**src/sase_pkg.sv**
```systemverilog
package sase_pkg;
  localparam logic [1:0] OP_FMT2      = 2'h0;
  localparam logic [1:0] OP_MEM       = 2'h3;
  localparam logic [2:0] FMT2_SETHI   = 3'h4;
  localparam logic [5:0] OPX_CWORD    = 6'h34;
  localparam logic [5:0] OPX_CDBL     = 6'h37;
  localparam logic [5:0] OPX_CSTAT    = 6'h35;
  localparam logic [5:0] OPX_CQUE     = 6'h36;
  localparam logic [5:0] OPX_LDSTUB   = 6'h0d;
  localparam logic [5:0] OPX_LDSTUBA  = 6'h1d;
  localparam logic [5:0] OPX_SWAP     = 6'h0f;
  localparam logic [5:0] OPX_SWAPA    = 6'h1f;
  localparam int         IMM_SEL_BIT  = 13;
  localparam int         ASI_LSB      = 5;
  localparam int         SIMM_W       = 13;
  localparam int         HIMM_W       = 22;
  localparam int         LOW_ZERO_W   = 10;
  localparam logic [7:0] ASI_USER_DATA = 8'h0a;
  localparam logic [7:0] ASI_SUP_DATA  = 8'h0b;
  localparam logic [7:0] BYTE_ONES     = 8'hff;
  // Trap causes
  localparam logic [3:0] TRAP_NONE    = 4'h0;
  localparam logic [3:0] TRAP_ILLEGAL = 4'h1;
  localparam logic [3:0] TRAP_PRIV    = 4'h2;
  localparam logic [3:0] TRAP_COP_OFF = 4'h3;
  localparam logic [3:0] TRAP_COP_FLT = 4'h4;
  localparam logic [3:0] TRAP_ALIGN   = 4'h5;
  localparam logic [3:0] TRAP_DACC    = 4'h6;
  // Memory access sizes
  localparam logic [1:0] SZ_BYTE      = 2'h0;
  localparam logic [1:0] SZ_WORD      = 2'h2;
  localparam logic [1:0] SZ_DWORD     = 2'h3;

  typedef enum logic [5:0] {
    ST_IDLE  = 6'b00_0001,
    ST_LOAD  = 6'b00_0010,
    ST_STORE = 6'b00_0100,
    ST_COPRD = 6'b00_1000,
    ST_CSTOR = 6'b01_0000,
    ST_DONE  = 6'b10_0000
  } sase_state_t;
endpackage : sase_pkg

```
**src/sase_decode.sv**
```systemverilog
module sase_decode
  import sase_pkg::*;
(
  input  wire logic [31:0] instr,
  input  wire logic        super_bit,
  input  wire logic        cop_enable_bit,
  input  wire logic        cop_present,
  input  wire logic        cop_queue_impl,
  input  wire logic [31:0] ea,
  output logic             is_cop_store,
  output logic             is_cop_dbl,
  output logic             is_atomic,
  output logic             is_swap,
  output logic             is_sethi,
  output logic             is_nop,
  output logic             is_alt,
  output logic [3:0]       trap_cause
);
  logic [1:0] op;
  logic [5:0] opcode_ext_field;
  logic       imm_sel;
  logic       is_cop_one;
  logic       is_cop_stat;
  logic       is_stq;
  logic       is_priv;
  logic       is_mis_w;
  logic       is_mis_d;

  assign op               = instr[31:30];
  assign opcode_ext_field = instr[24:19];
  assign imm_sel          = instr[IMM_SEL_BIT];
  assign is_sethi = (op == OP_FMT2) && (instr[24:22] == FMT2_SETHI); // RQ18
  assign is_nop   = is_sethi && (instr[29:25] == 5'h0)
                    && (instr[21:0] == 22'h0); // RQ21
  assign is_cop_one = (op == OP_MEM) && (opcode_ext_field == OPX_CWORD); // RQ1
  assign is_cop_dbl = (op == OP_MEM) && (opcode_ext_field == OPX_CDBL); // RQ2
  assign is_cop_stat = (op == OP_MEM) && (opcode_ext_field == OPX_CSTAT); // RQ3
  assign is_stq   = (op == OP_MEM) && (opcode_ext_field == OPX_CQUE); // RQ4
  assign is_cop_store = is_cop_one | is_cop_dbl | is_cop_stat | is_stq;
  assign is_atomic = (op == OP_MEM) && ((opcode_ext_field == OPX_LDSTUB)
                     || (opcode_ext_field == OPX_LDSTUBA)); // RQ9
  assign is_swap  = (op == OP_MEM) && ((opcode_ext_field == OPX_SWAP)
                     || (opcode_ext_field == OPX_SWAPA)); // RQ15
  assign is_alt   = (op == OP_MEM) && ((opcode_ext_field == OPX_LDSTUBA)
                     || (opcode_ext_field == OPX_SWAPA));
  assign is_priv  = is_alt | is_stq;
  assign is_mis_w = ea[1:0] != 2'h0;
  assign is_mis_d = ea[2:0] != 3'h0;

  // Priority: illegal, privilege, cop disabled, cop fault, alignment
  always_comb begin
    trap_cause = TRAP_NONE;
    if (is_alt && imm_sel) begin
      trap_cause = TRAP_ILLEGAL; // RQ13
    end else if (is_priv && !super_bit) begin
      trap_cause = TRAP_PRIV; // RQ23
    end else if (is_cop_store && (!cop_enable_bit || !cop_present)) begin
      trap_cause = TRAP_COP_OFF; // RQ8
    end else if (is_stq && !cop_queue_impl) begin
      trap_cause = TRAP_COP_FLT; // RQ5
    end else if (((is_cop_one | is_cop_stat | is_swap) && is_mis_w)
                 || ((is_cop_dbl | is_stq) && is_mis_d)) begin
      trap_cause = TRAP_ALIGN; // RQ7 RQ16
    end
  end
endmodule : sase_decode

```
**src/sase_agen.sv**
```systemverilog
module sase_agen
  import sase_pkg::*;
(
  input  wire logic [31:0] src_reg_a,
  input  wire logic [31:0] src_reg_b,
  input  wire logic [31:0] instr,
  output logic [31:0]      ea
);
  function automatic logic [31:0] sext13(input logic [12:0] v);
    sext13 = {{(32 - SIMM_W){v[SIMM_W-1]}}, v};
  endfunction : sext13

  logic [12:0] signed_imm_field;
  assign signed_imm_field = instr[12:0];
  assign ea = instr[IMM_SEL_BIT] ? src_reg_a + sext13(signed_imm_field)
                                 : src_reg_a + src_reg_b; // RQ6
endmodule : sase_agen

```
**src/sase_exec.sv**
```systemverilog
// Notes on behaviour
// RQ1 - Coprocessor single store writes selected coprocessor register to EA.
// RQ2 - Coprocessor double store writes a coprocessor register pair to EA.
// RQ3 - Coprocessor state-register store writes the state register to memory.
// RQ4 - Privileged queue store pops front queue entry and writes it to memory.
// RQ5 - Without a coprocessor queue, queue store takes coprocessor fault trap.
// RQ6 - EA is src a plus src b, or src a plus sign-extended immediate.
// RQ7 - Single/state stores need word alignment; double/queue need doubleword.
// RQ8 - Coprocessor stores trap disabled if enable bit clear or none present.
// RQ9 - Atomic byte load-store decodes 001101; alternate form 011101 privileged.
// RQ10 - Atomic byte zero-extends loaded byte to rd, then writes all ones.
// RQ11 - Atomic load and store complete with no interrupt between them.
// RQ12 - Memory serializes concurrent atomics to the same location.
// RQ13 - Alternate atomic forms with immediate select set trap illegal.
// RQ14 - Alternate forms use ASI field; others user/system space by S bit.
// RQ15 - Swap decodes 001111, alternate 011111; exchanges rd with memory word.
// RQ16 - Swap forms trap on a non-word-aligned effective address.
// RQ17 - Store half may fault after load; rd may already hold loaded value.
// RQ18 - Set-high is format two, op 00, format-two opcode 100, 22-bit field.
// RQ19 - Set-high writes immediate to upper 22 bits, clears low 10 bits.
// RQ20 - Set-high leaves condition codes unchanged.
// RQ21 - Set-high with zero rd and zero immediate is a no-operation.
// RQ22 - Trapped instruction leaves memory and rd unchanged; r0 writes dropped.
// RQ23 - Privileged forms trap privileged when supervisor bit is clear.
module sase_exec
  import sase_pkg::*;
(
  input  wire logic        mclk,
  input  wire logic        rst_n,
  input  wire logic        issue_valid,
  input  wire logic [31:0] instr,
  input  wire logic [31:0] src_reg_a,
  input  wire logic [31:0] src_reg_b,
  input  wire logic [31:0] rd_value,
  input  wire logic        super_bit,
  input  wire logic        cop_enable_bit,
  input  wire logic        cop_present,
  input  wire logic        cop_queue_impl,
  input  wire logic [3:0]  icc_in,
  input  wire logic        mem_ready,
  input  wire logic [31:0] mem_rdata,
  input  wire logic        mem_fault,
  input  wire logic        cop_data_valid,
  input  wire logic [63:0] cop_data,
  output logic             busy_q,
  output logic             done_q,
  output logic             trap_q,
  output logic [3:0]       trap_cause_q,
  output logic             irq_block_q,
  output logic             rd_we_q,
  output logic [4:0]       rd_addr_q,
  output logic [31:0]      rd_wdata_q,
  output logic [3:0]       icc_q,
  output logic             mem_req_q,
  output logic             mem_we_q,
  output logic             mem_lock_q,
  output logic [31:0]      mem_addr_q,
  output logic [1:0]       mem_size_q,
  output logic [7:0]       mem_asi_q,
  output logic [63:0]      mem_wdata_q,
  output logic             cop_req_q,
  output logic [1:0]       cop_sel_q,
  output logic [4:0]       cop_reg_q,
  output logic             cop_pop_q
);
  logic [31:0] ea;
  logic        is_cop_store;
  logic        is_cop_dbl;
  logic        is_atomic;
  logic        is_swap;
  logic        is_sethi;
  logic        is_nop;
  logic        is_alt;
  logic [3:0]  trap_cause;
  logic [4:0]  rd_fld;
  logic [7:0]  asi_sel;
  logic [31:0] sethi_val;
  logic [31:0] load_val;
  logic        accept;
  sase_state_t state_q;
  sase_state_t state_d;
  logic        is_swap_q;
  logic [31:0] swap_src_q;

  sase_agen u_agen (
    .src_reg_a (src_reg_a),
    .src_reg_b (src_reg_b),
    .instr     (instr),
    .ea        (ea)
  );

  sase_decode u_dec (
    .instr          (instr),
    .super_bit      (super_bit),
    .cop_enable_bit (cop_enable_bit),
    .cop_present    (cop_present),
    .cop_queue_impl (cop_queue_impl),
    .ea             (ea),
    .is_cop_store   (is_cop_store),
    .is_cop_dbl     (is_cop_dbl),
    .is_atomic      (is_atomic),
    .is_swap        (is_swap),
    .is_sethi       (is_sethi),
    .is_nop         (is_nop),
    .is_alt         (is_alt),
    .trap_cause     (trap_cause)
  );

  assign rd_fld   = instr[29:25];
  assign accept   = issue_valid && (state_q == ST_IDLE);
  assign asi_sel  = is_alt ? instr[ASI_LSB +: 8]
                  : (super_bit ? ASI_SUP_DATA : ASI_USER_DATA); // RQ14
  assign sethi_val = {instr[HIMM_W-1:0], {LOW_ZERO_W{1'b0}}}; // RQ19
  // Byte lane picked by low address bits, big-endian order
  assign load_val = is_swap_q ? mem_rdata
                  : {24'h00_0000, mem_rdata[(5'd24 - {mem_addr_q[1:0], 3'h0})
                     +: 8]}; // RQ10

  always_comb begin
    state_d = state_q;
    case (state_q)
      ST_IDLE: begin
        if (accept && trap_cause == TRAP_NONE) begin
          if (is_atomic || is_swap) begin
            state_d = ST_LOAD;
          end else if (is_cop_store) begin
            state_d = ST_COPRD;
          end else begin
            state_d = ST_DONE;
          end
        end else if (accept) begin
          state_d = ST_DONE;
        end
      end
      ST_LOAD: begin
        if (mem_ready) begin
          state_d = mem_fault ? ST_DONE : ST_STORE;
        end
      end
      ST_STORE: begin
        if (mem_ready) begin
          state_d = ST_DONE;
        end
      end
      ST_COPRD: begin
        if (cop_data_valid) begin
          state_d = ST_CSTOR;
        end
      end
      ST_CSTOR: begin
        if (mem_ready) begin
          state_d = ST_DONE;
        end
      end
      ST_DONE:  state_d = ST_IDLE;
      default:  state_d = ST_IDLE;
    endcase
  end

  always_ff @(posedge mclk or negedge rst_n) begin
    if (!rst_n) begin
      state_q <= ST_IDLE;
    end else begin
      state_q <= state_d;
    end
  end

  always_ff @(posedge mclk or negedge rst_n) begin
    if (!rst_n) begin
      busy_q       <= 1'b0;
      done_q       <= 1'b0;
      trap_q       <= 1'b0;
      trap_cause_q <= TRAP_NONE;
      irq_block_q  <= 1'b0;
      rd_we_q      <= 1'b0;
      rd_addr_q    <= 5'h00;
      rd_wdata_q   <= 32'h0000_0000;
      icc_q        <= 4'h0;
      mem_req_q    <= 1'b0;
      mem_we_q     <= 1'b0;
      mem_lock_q   <= 1'b0;
      mem_addr_q   <= 32'h0000_0000;
      mem_size_q   <= SZ_BYTE;
      mem_asi_q    <= 8'h00;
      mem_wdata_q  <= 64'h0000_0000_0000_0000;
      cop_req_q    <= 1'b0;
      cop_sel_q    <= 2'h0;
      cop_reg_q    <= 5'h00;
      cop_pop_q    <= 1'b0;
      is_swap_q    <= 1'b0;
      swap_src_q   <= 32'h0000_0000;
    end else begin
      done_q    <= state_d == ST_DONE;
      busy_q    <= state_d != ST_IDLE;
      rd_we_q   <= 1'b0;
      cop_pop_q <= 1'b0;
      icc_q     <= icc_in; // RQ20
      if (state_q == ST_IDLE) begin
        trap_q <= 1'b0;
      end
      if (accept) begin
        trap_q       <= trap_cause != TRAP_NONE;
        trap_cause_q <= trap_cause;
        rd_addr_q    <= rd_fld;
        mem_addr_q   <= ea;
        mem_asi_q    <= asi_sel;
        is_swap_q    <= is_swap;
        swap_src_q   <= rd_value;
        // Trapped or nop instructions write nothing
        if (trap_cause == TRAP_NONE) begin // RQ22
          if (is_sethi && !is_nop && rd_fld != 5'h00) begin
            rd_we_q    <= 1'b1; // RQ19 RQ21
            rd_wdata_q <= sethi_val;
          end
          if (is_atomic || is_swap) begin
            mem_req_q   <= 1'b1;
            mem_we_q    <= 1'b0;
            mem_lock_q  <= 1'b1; // RQ12
            irq_block_q <= 1'b1; // RQ11
            mem_size_q  <= is_swap ? SZ_WORD : SZ_BYTE;
          end
          if (is_cop_store) begin
            cop_req_q <= 1'b1;
            cop_reg_q <= rd_fld;
            cop_sel_q <= instr[20:19]; // RQ1 RQ2 RQ3 RQ4
            mem_size_q <= is_cop_dbl || (instr[24:19] == OPX_CQUE)
                          ? SZ_DWORD : SZ_WORD;
          end
        end
      end
      if (state_q == ST_LOAD && mem_ready) begin
        rd_we_q    <= rd_addr_q != 5'h00; // RQ17
        rd_wdata_q <= load_val;
        if (mem_fault) begin
          mem_req_q    <= 1'b0;
          mem_lock_q   <= 1'b0;
          irq_block_q  <= 1'b0;
          rd_we_q      <= 1'b0;
          trap_q       <= 1'b1;
          trap_cause_q <= TRAP_DACC;
        end else begin
          mem_we_q    <= 1'b1;
          mem_wdata_q <= is_swap_q ? {32'h0000_0000, swap_src_q}
                       : {56'h0, BYTE_ONES}; // RQ10 RQ15
        end
      end
      if (state_q == ST_STORE && mem_ready) begin
        mem_req_q   <= 1'b0;
        mem_we_q    <= 1'b0;
        mem_lock_q  <= 1'b0;
        irq_block_q <= 1'b0;
        if (mem_fault) begin
          trap_q       <= 1'b1; // RQ17
          trap_cause_q <= TRAP_DACC;
        end
      end
      if (state_q == ST_COPRD && cop_data_valid) begin
        cop_req_q   <= 1'b0;
        cop_pop_q   <= cop_sel_q == OPX_CQUE[1:0]; // RQ4
        mem_req_q   <= 1'b1;
        mem_we_q    <= 1'b1;
        mem_wdata_q <= cop_data;
      end
      if (state_q == ST_CSTOR && mem_ready) begin
        mem_req_q <= 1'b0;
        mem_we_q  <= 1'b0;
        if (mem_fault) begin
          trap_q       <= 1'b1;
          trap_cause_q <= TRAP_DACC;
        end
      end
    end
  end

  chk_sethi_low_zero: assert property (@(posedge mclk) // RQ19
    disable iff (!rst_n)
    (accept && is_sethi && trap_cause == TRAP_NONE && rd_fld != 5'h00)
    |=> (rd_we_q && rd_wdata_q[9:0] == 10'h000))
    else $error("set-high low bits not cleared");
  chk_nop_no_write: assert property (@(posedge mclk) // RQ21
    disable iff (!rst_n)
    (accept && is_nop) |=> !rd_we_q)
    else $error("nop wrote a register");
  chk_trap_no_mem: assert property (@(posedge mclk) // RQ22
    disable iff (!rst_n)
    (accept && trap_cause != TRAP_NONE) |=> (!mem_req_q && trap_q))
    else $error("trapped instruction accessed memory");
  chk_lock_during: assert property (@(posedge mclk) // RQ11
    disable iff (!rst_n)
    (state_q == ST_STORE) |-> (irq_block_q && mem_lock_q))
    else $error("atomic store not locked");
  chk_ones_store: assert property (@(posedge mclk) // RQ10
    disable iff (!rst_n)
    (state_q == ST_STORE && !is_swap_q) |-> mem_wdata_q[7:0] == BYTE_ONES)
    else $error("atomic byte store not all ones");
  chk_r0_discard: assert property (@(posedge mclk) // RQ22
    disable iff (!rst_n)
    rd_we_q |-> rd_addr_q != 5'h00)
    else $error("write to register zero");
  chk_priv_trap: assert property (@(posedge mclk) // RQ23
    disable iff (!rst_n)
    (accept && is_alt && !instr[IMM_SEL_BIT] && !super_bit)
    |=> (trap_cause_q == TRAP_PRIV))
    else $error("privileged form not trapped");
  chk_cop_off: assert property (@(posedge mclk) // RQ8
    disable iff (!rst_n)
    (accept && is_cop_store && !cop_enable_bit && super_bit)
    |=> (trap_q && trap_cause_q == TRAP_COP_OFF))
    else $error("disabled coprocessor store not trapped");
  chk_align_trap: assert property (@(posedge mclk) // RQ16
    disable iff (!rst_n)
    (accept && is_swap && !is_alt && ea[1:0] != 2'h0)
    |=> (trap_cause_q == TRAP_ALIGN))
    else $error("misaligned swap not trapped");
  chk_icc_kept: assert property (@(posedge mclk) // RQ20
    disable iff (!rst_n)
    (accept && is_sethi) |=> icc_q == $past(icc_in))
    else $error("set-high altered condition codes");
endmodule : sase_exec

```
**config.mk**
```make
export PLATFORM = sky130hd
export DESIGN_NAME = sase_exec
export DESIGN_NICKNAME = d
export VERILOG_FILES = /design/src/sase_pkg.sv /design/src/sase_decode.sv /design/src/sase_agen.sv /design/src/sase_exec.sv
export SDC_FILE = /design/constraint.sdc
export NUM_CORES = 1
export LEC_CHECK = 0
export BUFFER_PORTS_ARGS = -buffer_cell sky130_fd_sc_hd__buf_2
export CAP_MARGIN = 20
export CORE_MARGIN = 1.5
export CORE_UTILIZATION = 40
export DETAILED_ROUTE_END_ITERATION = 12
export GPL_TIMING_DRIVEN = 0
export HOLD_SLACK_MARGIN = 0.03
export PLACE_DENSITY_LB_ADDON = 0.3
export RECOVER_POWER = 100
export SYNTH_ARGS = -nofsm -noshare
export SYNTH_HDL_FRONTEND = slang
export SYNTH_SLANG_ARGS = --single-unit
export TNS_END_PERCENT = 5
```
**constraint.sdc**
```tcl
create_clock -name mclk -period 1.75 [get_ports mclk]
set_input_delay 0 -clock mclk [delete_from_list [all_inputs] [get_ports mclk]]
set_output_delay 0 -clock mclk [all_outputs]
set_load 0.01 [all_outputs]
```
==> out/results.tsv <==
metric	value	unit
status	finished with violations	
failing checks	setup timing	
nets@finish	2036	
area delta synth->final	60.2	%
Hold Path Class	primary input to register	
Switch Pwr	4.78	mW
drt first pass iters	7	
CP Capture Type	register	
share of power burned in combinational logic	26.5	%
routed vias/inst	5.38	
I/O pin cnt	406	
met3 global-route usage	5.49	%
P_int	10.7	mW
worst-margin pin slew	1.31	ns
vias in the first global route	11300	
Period Utilization, post-route	120	%
PnR worst setup slack	-0.345	ns
Pwr Total	15.5	mW
CTS tree	yes	
syn_nets	1371	
Port Buffers	403	
CP Cell Sequence	nor3_4 -> and3_4 -> and2_4 -> buf_6 -> nand3_4 -> or2_4 -> buf_12 -> mux2_4	
clk_lat worst skew	0.52	ns
FF+latch count, synth	207	
fillers	2167	
commonest non-fill, non-tap cells in the layout	buf_2, nand2_1, dfrtp_1	
WL/cell	19.9	um
die width	165	um
post-route ant nets	0	
all-layer global routing usage	29.6	%
Peak VDD IR	0.000622	V
Required @ worst endpoint	2.15	ns
grt ovf	0	
Clock Path Buffers	3	
register area share after synthesis	49.2	%
first-pass GRT wire length	61.7	mm
critical-path maximum fanout	10	
Core Rows	59	
crit path kind	register to register	
max incr delay on CP	0.45	ns
Starting DRT DRC Count	771	
layout cell share with drive strength beyond 1	27.7	%
fmax	477	MHz
GP Congestion	0.914	
Root Buffer	clkbuf_16	
met1 usage	34.0	%
clock slew at reported path FFs	0.06	ns
Lkg Pwr	8.04	nW
Std-Cell Core Area	26000	um2
effective utilization at floorplan	40.6	%
synth warn	0	
Synth area leader	dfrtp_1	
post-synth top area share	48.9	%
final wirelength	42.2	mm
Switching Share	30.9	%
Hold EP	mem_addr_q[23]$_DFFE_PN0P_	
pwr/cell area	917	nW/um2
Hold Crit Depth	4	
cell at the slowest stage of the critical path	dfrtp_2	
H-tree depth	1	
Cell variety after synth	73	
Post-synth EDFFs	0	
share of flip-flops with an asynchronous set or reset	100	%
top_reg_cell synth	dfrtp_1	
number of antenna violations at the first check in global routing	0	
Slew Limit Headroom	12.6	%
register-to-register setup slack	-0.35	ns
die area	27300	um2
CP Launch Type	register	
Fin Clk Skew	0.0145	ns
Num CTS Buffers	25	
Post-route DRC	0	
Max Cap Violations	0	
Setup violations, final	133	
Data arrival, critical path	2.50	ns
commonest non-fill, non-tap cell in the layout	buf_2	
min Tclk post-route	2.10	ns
R2R cell count	8	
largest net degree at the start of global routing	119	
via count	11400	
pins over their slew limit	0	
Reg-to-Reg Start	state_q[3]$_DFF_PN0_	
Reg power frac	38.2	%
Gate Count Post-Synth	1101	
global route hottest layer	met2	
start point of the critical path	state_q[3]$_DFF_PN0_	
critical hold path startpoint	src_reg_a[23]	
met2 Use GR	54.0	%
Mapped Area	10500	um2
Fin. Hold Viols	0	
Clock power frac	35.3	%
Vert. Die Dim	165	um
Mean Syn Cell Area	9.57	um2
top cells by area, synth	dfrtp_1, nand2_1, ha_1, o21ai_0, a22o_1	
Detailed Place HPWL	28.4	mm
RR Endpoint	cop_reg_q[4]$_DFFE_PN0P_	
post-place setup slack	-1.13	ns
RSZ-0062 raised after global routing	true	
CTS Sinks	207	
power groups by stage:
stage               Clock, mW  Sequential, mW  Combinational (mW)
floorplan                   0            6.15                1.71
global placement            0            5.94                3.39
detailed placement          0            5.95                3.45
CTS                      5.53            5.88                4.01
global route             5.72            5.99                4.48
finish                   5.46            5.92                4.11
how the worst max path moves through the flow:
stage / endpoint / slack [ns] / depth (start not counted)
2_1_floorplan: mem_addr_q[26]$_DFFE_PN0P_ / -0.65 / 12
3_3_place_gp: mem_wdata_q[62]$_DFFE_PN0P_ / -2.96 / 1
3_5_place_dp: mem_addr_q[31]$_DFFE_PN0P_ / -1.13 / 10
4_1_cts: mem_addr_q[28]$_DFFE_PN0P_ / -0.27 / 13
5_1_grt: mem_addr_q[30]$_DFFE_PN0P_ / -0.41 / 12
6_report: cop_reg_q[4]$_DFFE_PN0P_ / -0.35 / 8
synth_stat cells (5+ instances only):
cell,number
mux2i_1,14
o22ai_1,10
and2_1,6
nand2_1,219
nand2b_1,5
xor2_1,15
inv_1,47
ha_1,32
xnor2_1,7
a21o_1,7
and3_1,7
a21oi_1,42
a22o_1,40
nand4_1,10
nor2_1,64
mux2_4,7
buf_1,9
a222oi_1,17
nand3_1,40
dfrtp_1,206
o21a_1,7
buf_2,16
mux2_2,12
a31oi_1,37
nor3_1,7
clkbuf_1,39
o211ai_1,11
mux4_2,8
or3_1,7
a21boi_0,6
o21ai_0,73
metal layers:
metal / vias up / wire length [um]
met5: - / 0
met4: 0 / 1510
met3: 93 / 3180
met2: 506 / 21300
met1: 5517 / 16300
li1: 5284 / -
registers in the layout, summed over array words and instances, names as in the netlist, 2 cells and up:
name          count
mem_addr_q       32
mem_asi_q         8
mem_size_q        2
cop_sel_q         2
trap_cause_q      4
swap_src_q       32
rd_wdata_q       32
state_q           6
cop_reg_q         5
icc_q             4
mem_wdata_q      64
rd_addr_q         5
cell families after synthesis:
family | share of synthesized area, %
AND/OR/NAND/NOR | 16.3
AO/OA/AOI/OAI | 19.1
flip-flops | 49.2
buffers and inverters | 4.33
multiplexers | 5.32
adder cells (fa/ha/maj) | 3.80
XOR/XNOR | 1.98
metrics by stage:
step                hold slack, ns  cell area, um2  utilization, %  cells  setup TNS [ns]
floorplan                   -0.296           10800               -   1101          -28.22
global placement             0.108           13200            50.8   1839         -743.68
detailed placement          0.0437           13200            50.9   1840         -139.56
CTS                         0.0339           16500            63.5   2102          -36.64
global route                0.0503           16900            65.0   2119          -47.58
finish                      0.0245           16900            65.0   2120          -22.77
layout make-up:
type,count,area [um2],share of cell area [%]
well taps,335,419,2.48
diodes,1,2.50,0.0148
clock buffers,28,657,3.89
plain buffers,63,641,3.79
multi-input cells,780,5420,32.1
repair buffers,641,4170,24.7
inverters,48,180,1.07
flip-flops and latches,207,5190,30.7
clock inverters,17,208,1.23
critical path, delay by kind of cell (launching register included):
kind / cells / cell delay [ns]
simple gates: 5 / 0.93
flops: 1 / 0.45
mux: 1 / 0.30
buf+inv: 2 / 0.27
timing repair:
action                                 CTS  global route
resized for setup                       95           172
setup endpoints to repair              199           198
pin swaps                               25            45
gates cloned                             2             2
hold buffers                           193             0
setup buffers                           25            15
endpoints found under the hold margin  277             0
No activity file was read; power rests on OpenSTA's default activity.
